$ cat src/design/dsc_consts.svh
// Constants for the driver SPI control and status block
`ifndef DSC_CONSTS_SVH
`define DSC_CONSTS_SVH
`define DSC_FRAME_BITS 24
`define DSC_CNT_W 5
`define DSC_FRAME_CNT 5'h18
`define DSC_NUM_DRV 17
`define DSC_NUM_OUT 11
`define DSC_NUM_BRIDGE_BITS 12
`define DSC_SEL_BIT 0
`define DSC_NOERR_BIT 0
`define DSC_ENABLE_BIT 23
`define DSC_ALWAYS1_BIT 23
`define DSC_RESET_BIT 22
`define DSC_DUTY_BIT 21
`define DSC_RECOV_BASE 11
`define DSC_TEST_SEL_LSB 1
`define DSC_TEST_SEL_W 4
`define DSC_WORD_ZERO 24'h000000
`define DSC_DRV_ZERO 17'h00000
`define DSC_CLK_PERIOD_NS 10
`define DSC_RECOV_DELAY12_NS 56000
`define DSC_RECOV_DELAY25_NS 24000
`define DSC_RECOV_W 16
`define DSC_PULSE_INPUT_SECOND_SEL_MASK 11'h300
`endif

$ cat src/design/dsc_pkg.sv
// Types for the driver SPI control and status block
package dsc_pkg;
  typedef enum logic [2:0]
  {
    DSC_IDLE  = 3'h1,
    DSC_SHIFT = 3'h2,
    DSC_DONE  = 3'h4
  } dsc_frame_state_type;
  typedef enum logic
  {
    DSC_SEL_A = 1'h0,
    DSC_SEL_B = 1'h1
  } dsc_reg_sel_type;
endpackage : dsc_pkg

$ cat src/design/dsc_top.sv
// SPI control and status registers of a multi-output load driver
// Operation
// - Control bits 1-17 switch their drivers on
// - PWM enabled drivers conduct only with input high
// - Half bridge never conducts both switches together
// - Test mode muxes internal signals onto data out
// - Over-current sets flag and disables the driver
// - Recovery enable restarts tripped driver after delay
// - Without recovery, driver stays off until cleared
// - Status bit 0 is NOR of bits 1-22
// - Enable bit one selects active mode
// - Enable bit zero: standby, all bits cleared
// - Status word B bit 23 always reads one
// - Reset bit clears status at chip select rise
`timescale 1ns/10ps
`include "dsc_consts.svh"
module dsc_top
#(
  parameter int RECOV12_CYC = `DSC_RECOV_DELAY12_NS / `DSC_CLK_PERIOD_NS,
  parameter int RECOV25_CYC = `DSC_RECOV_DELAY25_NS / `DSC_CLK_PERIOD_NS,
  parameter logic [`DSC_NUM_OUT-1:0] PULSE_INPUT_SECOND_SEL = `DSC_PULSE_INPUT_SECOND_SEL_MASK
)
(
  input wire logic clk_sys_in,
  input wire logic sys_rst_in,
  input wire logic serial_clk_in,
  input wire logic chip_select_pin_n_in,
  input wire logic serial_data_in,
  input wire logic test_mode_in,
  input wire logic pulse_input_first_in,
  input wire logic pulse_input_second_in,
  input wire logic [`DSC_NUM_DRV-1:0] over_current_in,
  output logic serial_data_out,
  output logic serial_data_oe_out,
  output logic [`DSC_NUM_DRV-1:0] driver_on_out,
  output logic active_mode_out
);
  // ****************************************
  // Pin synchronisers
  // ****************************************
  localparam int SW = 6 + `DSC_NUM_DRV;
  logic [SW-1:0] pin_meta_ff;
  logic [SW-1:0] pin_sync_ff;
  wire logic [SW-1:0] pin_raw = {over_current_in, pulse_input_second_in, pulse_input_first_in,
    test_mode_in, serial_data_in, chip_select_pin_n_in, serial_clk_in};
  always_ff @(posedge clk_sys_in or posedge sys_rst_in)
  begin
    if (sys_rst_in)
    begin
      pin_meta_ff <= {{(SW-2){1'h0}}, 1'h1, 1'h0};
      pin_sync_ff <= {{(SW-2){1'h0}}, 1'h1, 1'h0};
    end
    else
    begin
      pin_meta_ff <= pin_raw;
      pin_sync_ff <= pin_meta_ff;
    end
  end
  wire logic sclk_s = pin_sync_ff[0];
  wire logic csn_s = pin_sync_ff[1];
  wire logic di_s = pin_sync_ff[2];
  wire logic test_s = pin_sync_ff[3];
  wire logic pulse_input_first_s = pin_sync_ff[4];
  wire logic pulse_input_second_s = pin_sync_ff[5];
  wire logic [`DSC_NUM_DRV-1:0] oc_s = pin_sync_ff[SW-1:6];

  logic sclk_d_ff;
  logic csn_d_ff;
  always_ff @(posedge clk_sys_in or posedge sys_rst_in)
  begin
    if (sys_rst_in)
    begin
      sclk_d_ff <= 1'h0;
      csn_d_ff <= 1'h1;
    end
    else
    begin
      sclk_d_ff <= sclk_s;
      csn_d_ff <= csn_s;
    end
  end
  wire logic sclk_rise = sclk_s && !sclk_d_ff;
  wire logic sclk_fall = !sclk_s && sclk_d_ff;
  wire logic csn_fall = !csn_s && csn_d_ff;
  wire logic csn_rise = csn_s && !csn_d_ff;

  // ****************************************
  // Serial frame engine
  // ****************************************
  dsc_pkg::dsc_frame_state_type state_ff;
  dsc_pkg::dsc_frame_state_type nxt_state;
  logic [`DSC_FRAME_BITS-1:0] shift_in_ff;
  logic [`DSC_FRAME_BITS-1:0] shift_out_ff;
  logic [`DSC_CNT_W-1:0] bit_cnt_ff;
  logic [`DSC_FRAME_BITS-1:0] ctrl_a_ff;
  logic [`DSC_FRAME_BITS-1:0] ctrl_b_ff;
  dsc_pkg::dsc_reg_sel_type sel_ff;
  logic clr_pulse_ff;
  logic data_ff;
  wire logic [`DSC_NUM_DRV-1:0] flag;
  wire logic [`DSC_NUM_DRV-1:0] trip;
  wire logic [`DSC_NUM_DRV-1:0] drive;

  wire logic shifting = (state_ff == dsc_pkg::DSC_SHIFT);
  wire logic commit = shifting && csn_rise && (bit_cnt_ff == `DSC_FRAME_CNT);
  wire logic frame_sel = shift_in_ff[`DSC_SEL_BIT];
  wire logic commit_a = commit && (frame_sel == dsc_pkg::DSC_SEL_A);
  wire logic commit_b = commit && (frame_sel == dsc_pkg::DSC_SEL_B);
  wire logic go_standby = commit_b && !shift_in_ff[`DSC_ENABLE_BIT];
  wire logic enable = ctrl_b_ff[`DSC_ENABLE_BIT];

  wire logic [`DSC_FRAME_BITS-1:0] status_b;
  wire logic [`DSC_FRAME_BITS-1:0] status_a;
  wire logic no_error = !(|flag) && !(|status_b[`DSC_RESET_BIT:1]);
  assign status_a = {6'h00, flag, no_error};
  assign status_b = {1'h1, 23'h000000};
  wire logic [`DSC_FRAME_BITS-1:0] status_sel = (sel_ff == dsc_pkg::DSC_SEL_B) ? status_b : status_a;

  always_comb
  begin
    nxt_state = state_ff;
    case (state_ff)
      dsc_pkg::DSC_IDLE:
        if (csn_fall)
          nxt_state = dsc_pkg::DSC_SHIFT;
      dsc_pkg::DSC_SHIFT:
        if (csn_rise)
          nxt_state = dsc_pkg::DSC_DONE;
      dsc_pkg::DSC_DONE:
        nxt_state = dsc_pkg::DSC_IDLE;
      default:
        nxt_state = dsc_pkg::DSC_IDLE;
    endcase
  end

  always_ff @(posedge clk_sys_in or posedge sys_rst_in)
  begin
    if (sys_rst_in)
    begin
      state_ff <= dsc_pkg::DSC_IDLE;
      shift_in_ff <= `DSC_WORD_ZERO;
      shift_out_ff <= `DSC_WORD_ZERO;
      bit_cnt_ff <= '0;
    end
    else
    begin
      state_ff <= nxt_state;
      if (csn_fall)
      begin
        shift_out_ff <= status_sel;
        bit_cnt_ff <= '0;
      end
      else if (shifting && sclk_rise)
      begin
        shift_in_ff <= {shift_in_ff[`DSC_FRAME_BITS-2:0], di_s};
        // Saturate at all ones so overlong frames never commit
        if (bit_cnt_ff != '1)
          bit_cnt_ff <= bit_cnt_ff + 5'h01;
      end
      else if (shifting && sclk_fall)
        shift_out_ff <= {shift_out_ff[`DSC_FRAME_BITS-2:0], 1'h0};
    end
  end

  // ****************************************
  // Control registers
  // ****************************************
  always_ff @(posedge clk_sys_in or posedge sys_rst_in)
  begin
    if (sys_rst_in)
    begin
      ctrl_a_ff <= `DSC_WORD_ZERO;
      ctrl_b_ff <= `DSC_WORD_ZERO;
      sel_ff <= dsc_pkg::DSC_SEL_A;
      clr_pulse_ff <= 1'h0;
    end
    else
    begin
      clr_pulse_ff <= commit_a && shift_in_ff[`DSC_RESET_BIT];
      if (commit)
        sel_ff <= dsc_pkg::dsc_reg_sel_type'(frame_sel);
      if (go_standby)
      begin
        ctrl_a_ff <= `DSC_WORD_ZERO;
        ctrl_b_ff <= `DSC_WORD_ZERO;
      end
      else if (commit_a)
        ctrl_a_ff <= shift_in_ff;
      else if (commit_b)
        ctrl_b_ff <= shift_in_ff;
    end
  end

  // ****************************************
  // Over-current recovery timer
  // ****************************************
  localparam logic [`DSC_RECOV_W-1:0] R12 = `DSC_RECOV_W'(RECOV12_CYC > 1 ? RECOV12_CYC - 1 : 1);
  localparam logic [`DSC_RECOV_W-1:0] R25 = `DSC_RECOV_W'(RECOV25_CYC > 1 ? RECOV25_CYC - 1 : 1);
  logic [`DSC_RECOV_W-1:0] recov_cnt_ff;
  wire logic [`DSC_RECOV_W-1:0] recov_end = ctrl_a_ff[`DSC_DUTY_BIT] ? R25 : R12;
  wire logic restart = (recov_cnt_ff >= recov_end);
  always_ff @(posedge clk_sys_in or posedge sys_rst_in)
  begin
    if (sys_rst_in)
      recov_cnt_ff <= '0;
    else if (restart)
      recov_cnt_ff <= '0;
    else
      recov_cnt_ff <= recov_cnt_ff + `DSC_RECOV_W'(1);
  end

  // ****************************************
  // Driver channels
  // ****************************************
  wire logic drv_enable = enable && !test_s;
  wire logic flag_clr = clr_pulse_ff || !enable;
  genvar j;
  generate
    for (j = 0; j < `DSC_NUM_DRV; j++)
    begin : g_drv
      localparam int OUT_N = (j < `DSC_NUM_BRIDGE_BITS) ? (j / 2 + 1) : (j - 5);
      localparam bit IN_BRIDGE = (j < `DSC_NUM_BRIDGE_BITS);
      localparam int PEER = IN_BRIDGE ? (j ^ 1) : j;
      wire logic peer_req = IN_BRIDGE ? ctrl_a_ff[PEER+1] : 1'h0;
      wire logic peer_drv = IN_BRIDGE ? drive[PEER] : 1'h0;
      wire logic pwm_lvl = PULSE_INPUT_SECOND_SEL[OUT_N-1] ? pulse_input_second_s : pulse_input_first_s;
      dsc_drv_channel u_chan
      (
        .clk_sys_in(clk_sys_in),
        .sys_rst_in(sys_rst_in),
        .enable_in(drv_enable),
        .on_in(ctrl_a_ff[j+1]),
        .pwm_en_in(ctrl_b_ff[OUT_N]),
        .pwm_level_in(pwm_lvl),
        .peer_req_in(peer_req),
        .peer_drive_in(peer_drv),
        .recov_en_in(ctrl_b_ff[`DSC_RECOV_BASE+OUT_N]),
        .restart_in(restart),
        .oc_in(oc_s[j]),
        .flag_clr_in(flag_clr),
        .drive_out(drive[j]),
        .trip_out(trip[j]),
        .flag_out(flag[j])
      );
    end
  endgenerate

  // ****************************************
  // Data out and test multiplexer
  // ****************************************
  wire logic [15:0] test_vec = {oc_s[14:0], enable};
  wire logic [`DSC_TEST_SEL_W-1:0] test_sel = ctrl_a_ff[`DSC_TEST_SEL_LSB +: `DSC_TEST_SEL_W];
  wire logic nxt_data = test_s ? test_vec[test_sel] : shift_out_ff[`DSC_FRAME_BITS-1];
  always_ff @(posedge clk_sys_in or posedge sys_rst_in)
  begin
    if (sys_rst_in)
      data_ff <= 1'h0;
    else
      data_ff <= nxt_data;
  end
  assign serial_data_out = data_ff;
  assign serial_data_oe_out = !csn_s || test_s;
  assign driver_on_out = drive;
  assign active_mode_out = enable;
endmodule : dsc_top

$ cat src/design/dsc_drv_channel.sv
// One output driver channel: gating, trip latch and over-current flag
`timescale 1ns/10ps
module dsc_drv_channel
(
  input wire logic clk_sys_in,
  input wire logic sys_rst_in,
  input wire logic enable_in,
  input wire logic on_in,
  input wire logic pwm_en_in,
  input wire logic pwm_level_in,
  input wire logic peer_req_in,
  input wire logic peer_drive_in,
  input wire logic recov_en_in,
  input wire logic restart_in,
  input wire logic oc_in,
  input wire logic flag_clr_in,
  output logic drive_out,
  output logic trip_out,
  output logic flag_out
);
  logic drive_ff;
  logic trip_ff;
  logic flag_ff;
  wire logic pwm_ok = !pwm_en_in || pwm_level_in;
  wire logic bridge_ok = !peer_req_in && !peer_drive_in;
  wire logic trip_clr = flag_clr_in || (recov_en_in && restart_in);
  wire logic nxt_trip = oc_in || (trip_ff && !trip_clr);
  wire logic nxt_flag = oc_in || (flag_ff && !flag_clr_in);
  wire logic nxt_drive = enable_in && on_in && pwm_ok && bridge_ok && !nxt_trip;

  always_ff @(posedge clk_sys_in or posedge sys_rst_in)
  begin
    if (sys_rst_in)
    begin
      drive_ff <= 1'h0;
      trip_ff <= 1'h0;
      flag_ff <= 1'h0;
    end
    else
    begin
      drive_ff <= nxt_drive;
      trip_ff <= nxt_trip;
      flag_ff <= nxt_flag;
    end
  end

  assign drive_out = drive_ff;
  assign trip_out = trip_ff;
  assign flag_out = flag_ff;
endmodule : dsc_drv_channel

$ cat config.mk
export PLATFORM = sky130hd
export DESIGN_NAME = dsc_top
export DESIGN_NICKNAME = d
export VERILOG_FILES = /design/src/design/dsc_pkg.sv /design/src/design/dsc_top.sv /design/src/design/dsc_drv_channel.sv
export VERILOG_INCLUDE_DIRS = /design/src /design/src/design
export SDC_FILE = /design/constraint.sdc
export NUM_CORES = 1
export LEC_CHECK = 0
export ABC_AREA = 1
export BUFFER_PORTS_ARGS = -buffer_cell sky130_fd_sc_hd__buf_2
export CORE_ASPECT_RATIO = 0.9
export CORE_MARGIN = 2
export CORE_UTILIZATION = 50
export DETAILED_ROUTE_END_ITERATION = 12
export HOLD_SLACK_MARGIN = 0.05
export MAX_ROUTING_LAYER = met4
export PLACE_DENSITY = 0.67
export SYNTH_ARGS = -nofsm -noshare
export SYNTH_HDL_FRONTEND = slang
export SYNTH_SLANG_ARGS = --single-unit
$ cat constraint.sdc
create_clock -name clk_sys_in -period 14.1 [get_ports clk_sys_in]
set_clock_uncertainty 0.2 [all_clocks]
set_input_delay 2.115 -clock clk_sys_in [delete_from_list [all_inputs] [get_ports clk_sys_in]]
set_output_delay 2.115 -clock clk_sys_in [all_outputs]
set_load 0.1 [all_outputs]
==> results.py, run 1 <==
metrics = {
    "pwr": {
        "finalPower_uw": 1354,
        "p_per_area_mw_per_mm2": 142.6,
        "p_leak_uw": 0.004596,
        "vdd_drop_max_mv": 0.09462,
    },
    "finish": {
        "drive_above_1_share": 0.1307,
        "insertedDiodeCount": 0,
        "post-route-util": 0.5642,
        "instances_no_fill": 1114,
        "final_nets": 921,
        "syn_to_final_growth_pct": 11.04,
    },
    "detailed_routing": {
        "wl_met3_um": 567,
        "ant_nets": 0,
        "vias": 5706,
        "wl_met1_um": 8240,
        "viasPerCell": 5.122,
        "drt-wirelength-per-cell_um": 15.18,
        "drt_iter0_drc": 326,
        "drc": 0,
        "drtPass1Iterations": 5,
        "wl_met2_um": 7861,
        "routed.top_layer": "met4",
        "drt-total-wl_um": 16910,
    },
    "synthesis": {
        "avgSynthCellArea_sq_um": 9.946,
        "ys_top_cells_by_area": "dfrtp_1, o21ai_0, inv_1",
        "synth_seq_cells": 215,
        "yosysWarnings": 0,
        "netlist.area_leader.share": 0.6173,
        "synth.distinct_cells": 40,
        "yosysTopAreaCell": "dfrtp_1",
        "netlist_instances": 860,
        "yosysSeqAreaShare": 0.6296,
        "syn_area_sq_mm": 0.008553,
    },
    "die": {
        "core.rowCount": 45,
        "start_util": 0.5081,
        "die_h_um": 128.1,
        "die_area_sq_mm": 0.01817,
        "pin_count": 45,
        "die_width_um": 141.9,
        "core-area_sq_mm": 0.01683,
    },
    "timing": {
        "finalCritPeriodShare": 0.2685,
        "fin_hold_ws_ns": 0.1425,
        "relSlewSlack": 0.3064,
        "rsz0062_at_grt": "no",
        "fin_crit_ns": 3.786,
        "worst_pin_slew_ns": 1.040,
        "fin_setup_tns_ns": 0,
        "hold_violations": 0,
        "max_freq_mhz": 264.1,
        "final_max_slew_viol_count": 0,
        "setup_viol": 0,
    },
    "cts": {
        "cts_buffer_depth": 3,
        "post_cts_resized": 0,
        "clk_latency_ns": 0.50,
        "ctsHtreeMaxLevel": 1,
        "hold_buffers": 0,
        "cts_buffers": 22,
        "post_cts_buffers": 0,
        "cts_sinks": 215,
        "clkTransAtPathRegs_ns": 0.06,
        "cts_root_buffer": "clkbuf_16",
        "cts_tree": "done",
    },
    "status": {
        "status": "finished clean",
    },
    "critical_path": {
        "worstSetupStartpoint": "pin_sync_ff[3]",
        "cp_data_arrival_time_ns": 1.47,
        "critPathLaunchType": "flip-flop",
        "critPathMaxFanout": 4,
        "critPathKind": "flip-flop to primary output",
        "crit_path_end_kind": "primary output",
        "required_ns": 11.78,
        "timing.rr.start": "ctrl_a_ff[21]",
    },
    "global_routing": {
        "grt_first_pass_wirelength_um": 28230,
        "antenna_found_initial": 0,
        "grt_start_max_net_pins": 133,
        "grt_usage": 0.2008,
        "grt_pass1_vias": 5592,
        "globalRouteOverflowTotal": 0,
    },
    "placement": {
        "port_buffers": 44,
        "gp_congestion": 0.8212,
        "dp_hpwl_um": 10990,
        "placed_cells_incl_taps": 1075,
    },
    "hold_path": {
        "hold_path.class": "flip-flop to flip-flop",
        "min_from": "pin_meta_ff[6]",
    },
    "run": {
        "drv_cap": 0,
    },
}
per-stage QoR:
stage	setup slack, ns	instance area (sq um)
after floorplan	5.912	8557
after global placement	9.875	8776
after detailed placement	9.869	8776
after CTS	10.29	9498
after global routing	10.16	9498
final	10.31	9498
cells by family (layout without fill, tap and decap cells):
kind of cell,after synthesis,in the layout,share of synthesized area
buffers and inverters,181,223,0.09494
DFF,215,215,0.6296
adders and majority gates,8,8,0.01170
and+or+nand+nor,273,273,0.1441
AOI/OAI and AO/OA,180,180,0.1172
other,1,2,0.0004384
xor gates and xnor gates,2,2,0.002048
worst max-delay path: stages (launching register included):
cell and delay (ns):
dfrtp_1 0.44, inv_1 0.06, nand2_1 0.05, buf_2 0.41
synthesized netlist by cell type:
| cell | number |
|---|---|
| ha_1 | 8 |
| o31ai_2 | 3 |
| and3_1 | 1 |
| nor2_2 | 2 |
| buf_4 | 23 |
| dfstp_2 | 4 |
| nor2_1 | 59 |
| inv_1 | 132 |
| nor2_8 | 1 |
| o21ai_2 | 9 |
| nand2_1 | 126 |
| inv_4 | 1 |
| nor2_4 | 3 |
| o31ai_1 | 1 |
| clkinv_1 | 1 |
| dfrtp_1 | 211 |
| a211oi_1 | 1 |
| buf_6 | 5 |
| o22ai_1 | 17 |
| buf_2 | 5 |
| nand2_2 | 4 |
| a21oi_1 | 22 |
| nor3_4 | 1 |
| nor3_1 | 7 |
| a21oi_4 | 1 |
| nor4_1 | 3 |
| conb_1 | 1 |
| clkbuf_1 | 11 |
| nand3_1 | 50 |
| xor2_1 | 2 |
| nand2_4 | 1 |
| nand4_1 | 5 |
| nor3b_1 | 6 |
| o21ai_1 | 17 |
| nand3b_1 | 2 |
| or3b_2 | 1 |
| o21ai_0 | 106 |
| inv_2 | 3 |
| and3b_1 | 1 |
| o211ai_1 | 3 |
placed cells by master (no fill, tap or decap), drive strengths merged, types with 2 or more instances in the layout:
cell and n:
conb 2, o211ai 3, clkinv 9, nor3 8
nand2 131, o21ai 132, o22ai 17, bufinv 2
clkbuf 28, ha 8, nor4 3, a21oi 23
nand3 50, nor3b 6, dfstp 4, o31ai 4
nor2 65, inv 136, nand4 5, dfrtp 211
buf 47, nand3b 2, xor2 2
layout make-up:
type	instances	area (sq um)
Timing Repair Buffer	47	242.7
Multi-Input combinational cell	465	2360
Fill cell	1466	7337
Clock inverter	11	118.9
Sequential cell	215	5385
Inverter	137	524.3
Tap cell	211	264.0
Clock buffer	28	603.1
where the power goes:
group	total [uW]	internal, uW	leakage (uW)	switching (uW)
Combinational	99.2	29.6	0.00147	69.7
Sequential	681	661	0.00277	20.4
Clock	574	340	0.000359	234
Total	1350	1030	0.00460	324
metal layers:
layer | track usage | up-vias
li1 | - | 2795
met1 | 0.2857 | 2811
met2 | 0.3093 | 81
met3 | 0.03325 | 19
met4 | 0.04235 | 0
met5 | - | -
worst paths after layout:
| check | endpoint | slack [ns] | cells after the start |
|---|---|---|---|
| setup / recovery | serial_data_oe_out | 10.31 | 3 |
| hold / removal | pin_sync_ff[6] | 0.14 | 0 |
| setup reg to reg | g_drv[3].u_chan.drive_out | 11.73 | 10 |
| hold reg to reg | pin_sync_ff[6] | 0.14 | 0 |
| max in group asynchronous | shift_in_ff[23] | 10.46 | 3 |
| min in group asynchronous | recov_cnt_ff[12] | 1.55 | 2 |
flip-flops by register name, summed over array words and instances (netlist names), 3 cells and up:
| signal | count |
|---|---|
| bit_cnt_ff | 5 |
| ctrl_a_ff | 18 |
| ctrl_b_ff | 23 |
| g_drv.u_chan.drive_out | 17 |
| g_drv.u_chan.flag_out | 17 |
| g_drv.u_chan.trip_out | 17 |
| pin_meta_ff | 23 |
| pin_sync_ff | 23 |
| recov_cnt_ff | 16 |
| shift_in_ff | 24 |
| shift_out_ff | 24 |
| state_ff | 3 |
Note: power is estimated with default switching activity, not from simulation.
==> inputs of run 2 (changes only) <==
==> constraint.sdc (replaced) <==
create_clock -name clk_sys_in -period 3.8 [get_ports clk_sys_in]
set_clock_uncertainty 0.2 [all_clocks]
set_input_delay 0.57 -clock clk_sys_in [delete_from_list [all_inputs] [get_ports clk_sys_in]]
set_output_delay 0.57 -clock clk_sys_in [all_outputs]
set_load 0.1 [all_outputs]
==> results.py, run 2 (synthesized netlist as in run 1, its figures left out) <==
metrics = {
    "status": {
        "status": "finished clean",
    },
    "finish": {
        "fin_area_sq_mm": 0.009792,
        "layout_commonest_cell": "dfrtp_1",
        "layout_common_cells": "dfrtp_1, inv_1, nand2_1",
        "drive_above_1_share": 0.1288,
        "n_fill_cell": 1395,
        "syn_to_final_growth_pct": 14.48,
        "reg.largest.list": "shift_in_ff: 24 flops, shift_out_ff: 24 flops",
        "insertedDiodeCount": 0,
        "final_nets": 950,
    },
    "detailed_routing": {
        "drt_iter0_drc": 350,
        "drt-total-wl_um": 17540,
        "drtPass1Iterations": 5,
        "vias": 5829,
        "viasPerCell": 5.100,
        "ant_nets": 0,
        "drt-wirelength-per-cell_um": 15.34,
        "drc": 0,
    },
    "pwr": {
        "vdd_drop_max_mv": 0.2624,
        "p_per_area_mw_per_mm2": 516.8,
        "finalPower_uw": 5061,
        "p_leak_uw": 0.004720,
    },
    "timing": {
        "relSlewSlack": 0.4663,
        "worst_pin_slew_ns": 0.7997,
        "finalCritPeriodShare": 0.6606,
        "final_max_slew_viol_count": 0,
        "hold_violations": 0,
        "max_freq_mhz": 398.3,
        "rsz0062_at_grt": "no",
        "fin_crit_ns": 2.510,
        "setup_viol": 0,
        "finalWorstSetupSlack_ns": 1.290,
        "fin_hold_ws_ns": 0.1446,
        "fin_setup_tns_ns": 0,
    },
    "placement": {
        "placed_area_sq_mm": 0.008835,
        "gp_congestion": 0.8052,
        "dp_hpwl_um": 11160,
        "port_buffers": 44,
        "pre_cts_ws_ns": 1.299,
    },
    "critical_path": {
        "cp_data_arrival_time_ns": 2.73,
        "timing.rr.start": "csn_d_ff",
        "critPathMaxFanout": 21,
        "crit_path_end_kind": "flip-flop",
        "critPathLaunchType": "flip-flop",
        "critPathKind": "flip-flop to flip-flop",
        "slowest_stage": "nand2_1",
        "required_ns": 4.02,
        "crit_path_cell_trace": "inv_1 > nor2_4 > inv_2 > nand2_1 > buf_4 > nand2_1 > o21ai_0",
        "worstSetupStartpoint": "csn_d_ff",
        "cpMostUsedCell": "nand2_1",
        "max_stage_delay_ns": 0.55,
    },
    "die": {
        "die_h_um": 128.1,
        "start_util": 0.5081,
        "die_width_um": 141.9,
        "core-area_sq_mm": 0.01683,
        "core.rowCount": 45,
        "die_area_sq_mm": 0.01817,
        "pin_count": 45,
    },
    "cts": {
        "clk_latency_ns": 0.50,
        "clkTransAtPathRegs_ns": 0.06,
        "ctsHtreeMaxLevel": 1,
        "post_cts_buffers": 0,
        "post_cts_resized": 0,
        "cts_tree": "done",
        "cts_buffer_depth": 3,
        "cts_buffers": 22,
        "cts_root_buffer": "clkbuf_16",
        "cts_sinks": 215,
        "hold_buffers": 24,
    },
    "global_routing": {
        "grt_first_pass_wirelength_um": 28850,
        "grt_pass1_vias": 5595,
        "antenna_found_initial": 0,
        "grt_usage": 0.2054,
        "grt_start_max_net_pins": 79,
        "globalRouteOverflowTotal": 0,
    },
    "run": {
        "drv_cap": 0,
    },
    "hold_path": {
        "hold_path.class": "flip-flop to flip-flop",
        "min_from": "pin_meta_ff[7]",
    },
}
[run 2: cell types whose count changed in the layout (fill, tap and decap cells not counted), sizes merged]
cell | before | now
dlygate4sd3 | 0 | 24
clkinv | 9 | 5
buf | 47 | 52
bufinv | 2 | 1
inv | 136 | 135
clkbuf | 28 | 34
[run 2: worst paths after layout]
path | to | slack (ns) | depth (start not counted)
worst min-delay path | pin_sync_ff[7] | 0.14 | 0
worst max register to register | shift_in_ff[4] | 1.29 | 7
worst max-delay path | shift_in_ff[4] | 1.29 | 7
min in group asynchronous | shift_in_ff[8] | 0.52 | 3
worst min register to register | pin_sync_ff[7] | 0.14 | 0
max in group asynchronous | shift_out_ff[1] | 2.08 | 4
[run 2: through the flow]
| step | util | cells |
|---|---|---|
| after floorplan | - | 861 |
| after global placement | 0.5248 | 1080 |
| after detailed placement | 0.5248 | 1080 |
| after CTS | 0.5816 | 1143 |
| after global routing | 0.5816 | 1143 |
| final | 0.5816 | 1143 |
[run 2: critical path: cells and delay by family (launching register included)]
| family | cells | cell delay, ns |
|---|---|---|
| and+or+nand+nor | 3 | 1.01 |
| buffers and inverters | 3 | 0.63 |
| DFF | 1 | 0.51 |
| AOI/OAI and AO/OA | 1 | 0.07 |
[run 2: layout make-up]
cell class | instances | area, sq um | area share
clock inverters | 5 | 50.05 | 0.005111
multi-input cells | 465 | 2360 | 0.2410
clock buffers | 34 | 666.9 | 0.06811
well taps | 211 | 264.0 | 0.02696
flip-flops and latches | 215 | 5385 | 0.5500
repair buffers | 76 | 545.5 | 0.05571
inverters | 137 | 520.5 | 0.05316
[run 2: routing by layer]
layer | share of wire | global-route usage
met1 | 0.48 | 0.2963
met2 | 0.46 | 0.3158
met3 | 0.038 | 0.02876
met4 | 0.017 | 0.04353
met5 | 0 | -
[run 2: power by group]
group	switching [uW]	internal (uW)	total (uW)
Combinational	263	131	394
Sequential	82.8	2450	2540
Clock	860	1270	2130
Total	1210	3860	5060
==> inputs of run 3 (changes only) <==
--- a/config.mk
+++ b/config.mk
@@ -14,7 +14,7 @@
 export DETAILED_ROUTE_END_ITERATION = 12
 export HOLD_SLACK_MARGIN = 0.05
 export MAX_ROUTING_LAYER = met4
-export PLACE_DENSITY = 0.67
+export PLACE_DENSITY = 0.7
 export SYNTH_ARGS = -nofsm -noshare
 export SYNTH_HDL_FRONTEND = slang
 export SYNTH_SLANG_ARGS = --single-unit
==> constraint.sdc (replaced) <==
create_clock -name clk_sys_in -period 2.25 [get_ports clk_sys_in]
set_clock_uncertainty 0.2 [all_clocks]
set_input_delay 0.3375 -clock clk_sys_in [delete_from_list [all_inputs] [get_ports clk_sys_in]]
set_output_delay 0.3375 -clock clk_sys_in [all_outputs]
set_load 0.1 [all_outputs]
==> results.py, run 3 (synthesized netlist as in run 1, its figures left out) <==
metrics = {
    "timing": {
        "hold_violations": 0,
        "rsz0062_at_grt": "no",
        "final_max_slew_viol_count": 0,
        "relSlewSlack": 0.6264,
        "max_freq_mhz": 491.4,
        "fin_crit_ns": 2.035,
        "fin_hold_ws_ns": 0.1474,
        "setup_viol": 0,
        "finalCritPeriodShare": 0.9045,
        "worst_pin_slew_ns": 0.5592,
    },
    "die": {
        "core-area_sq_mm": 0.01683,
        "die_h_um": 128.1,
        "core.rowCount": 45,
        "die_width_um": 141.9,
        "start_util": 0.5081,
        "pin_count": 45,
        "die_area_sq_mm": 0.01817,
    },
    "global_routing": {
        "globalRouteOverflowTotal": 0,
        "antenna_found_initial": 0,
        "grt_usage": 0.2017,
        "grt_pass1_vias": 5743,
        "grt_first_pass_wirelength_um": 28400,
        "grt_start_max_net_pins": 104,
    },
    "finish": {
        "syn_to_final_growth_pct": 16.18,
        "n_fill_cell": 1383,
        "drive_above_1_share": 0.1391,
        "area.sequential_sq_mm": 0.005386,
        "layout_commonest_cell": "dfrtp_1",
        "final_nets": 959,
        "multi_input_area_sq_mm": 0.002360,
        "insertedDiodeCount": 0,
        "reg.largest.list": "shift_in_ff: 24 flops, shift_out_ff: 24 flops",
        "layout_common_cells": "dfrtp_1, inv_1, nand2_1",
    },
    "cts": {
        "cts_sinks": 215,
        "cts_root_buffer": "clkbuf_16",
        "post_cts_buffers": 0,
        "cts_tree": "done",
        "ctsHtreeMaxLevel": 1,
        "cts_buffers": 22,
        "cts_buffer_depth": 3,
        "clk_latency_ns": 0.49,
        "clkTransAtPathRegs_ns": 0.06,
    },
    "critical_path": {
        "critical_path_cell_count": 3,
        "r2r_end": "g_drv[10].u_chan.drive_out",
        "cp_data_arrival_time_ns": 1.50,
        "critPathKind": "flip-flop to primary output",
        "slowest_stage": "dfrtp_1",
        "cpLargestDelayFamily": "flip-flops",
        "worstSetupStartpoint": "pin_sync_ff[3]",
        "critPathMaxFanout": 4,
        "critPathLaunchType": "flip-flop",
        "max_stage_delay_ns": 0.47,
        "timing.rr.start": "recov_cnt_ff[7]",
        "cp_num_buf_inv": 2,
        "r2r_slack_ns": 0.23,
        "crit_path_end_kind": "primary output",
        "ff2ff_path_depth": 12,
        "required_ns": 1.71,
        "cp-endpoint": "serial_data_oe_out",
        "crit_path_cell_trace": "inv_1 > nand2_1 > buf_2",
    },
    "detailed_routing": {
        "drtPass1Iterations": 7,
        "drt-total-wl_um": 16830,
        "vias": 5855,
        "drc": 0,
        "drt_iter0_drc": 437,
        "ant_nets": 0,
        "viasPerCell": 5.078,
        "drt-wirelength-per-cell_um": 14.59,
    },
    "status": {
        "status": "finished clean",
    },
    "pwr": {
        "p_sw_uw": 1996,
        "power.share.switching": 0.2302,
        "combPwrFrac": 0.078,
        "p_leak_uw": 0.004794,
        "p_per_area_mw_per_mm2": 872.6,
        "vdd_drop_max_mv": 0.4748,
        "seq_power_share": 0.493,
        "finalPower_uw": 8671,
        "clkPwrFrac": 0.429,
        "internal_power_uw": 6675,
    },
    "placement": {
        "port_buffers": 44,
        "dp_hpwl_um": 11140,
        "gp_congestion": 0.8359,
    },
    "hold_path": {
        "hold_path.class": "flip-flop to flip-flop",
    },
    "run": {
        "drv_cap": 0,
    },
}
## run 3: cell types whose count changed in the layout (fill, tap and decap cells not counted)
cell,change
buf_4,+6
buf_12,+3
bufinv_16,+1
clkbuf_8,+1
clkinv_2,-1
dfrtp_1,-1
dfrtp_2,+1
## run 3: worst min path at each step
stage                     slack [ns]            start  cells past startpoint               to
after floorplan                 0.13   pin_meta_ff[0]                      0   pin_sync_ff[0]
after global placement          0.13   pin_meta_ff[2]                      0   pin_sync_ff[2]
after CTS                       0.15  pin_meta_ff[10]                      0  pin_sync_ff[10]
final                           0.15  pin_meta_ff[14]                      0  pin_sync_ff[14]
after global routing            0.16   pin_meta_ff[6]                      0   pin_sync_ff[6]
after detailed placement        0.13  pin_meta_ff[10]                      0  pin_sync_ff[10]
## run 3: power by group through the flow
stage	sequential [uW]	combinational, uW	clock [uW]
3_3_place_gp	4330	642	0
5_1_grt	4300	790	3970
2_1_floorplan	4320	476	0
3_5_place_dp	4340	655	0
4_1_cts	4270	689	3800
6_report	4270	680	3720
## run 3: repair_timing
| action | CTS | global route |
|---|---|---|
| hold endpoints to repair | 234 | 0 |
| hold buffers | 24 | 0 |
| gates resized for setup | 0 | 1 |
| endpoints found under the setup margin | 0 | 5 |
## run 3: cell type report
| class | instances | area share |
|---|---|---|
| Sequential cell | 215 | 0.5421 |
| Multi-Input combinational cell | 465 | 0.2375 |
| Clock buffer | 35 | 0.06850 |
| Timing Repair Buffer | 85 | 0.06547 |
| Inverter | 137 | 0.05238 |
| Tap cell | 211 | 0.02657 |
| Clock inverter | 5 | 0.007555 |
## run 3: layer usage
| layer | vias to the layer above | GRT usage | part of all wire |
|---|---|---|---|
| met4 | 0 | 0.05941 | 0.026 |
| met1 | 2844 | 0.2806 | 0.48 |
| met3 | 40 | 0.03623 | 0.037 |
| met2 | 101 | 0.3078 | 0.46 |
| li1 | 2870 | - | - |
| met5 | - | - | 0 |
## run 3: per-stage QoR
step	setup slack, ns	cells	instance area, sq um	util	setup TNS [ns]
floorplan	-1.082	861	8561	-	-229.83
detailed placement	0.1938	1089	8940	0.5310	0
CTS	0.1729	1153	9936	0.5902	0
global placement	0.2457	1089	8940	0.5310	0
finish	0.2148	1153	9937	0.5903	0
global route	0.02610	1153	9937	0.5903	0
## run 3: worst register-to-register path, delay by kind of cell (launching register included)
family / cells / cell delay [ns]
fa+ha+maj: 1 / 0.33
buf+inv: 1 / 0.24
flops: 1 / 0.44
simple gates: 10 / 0.75
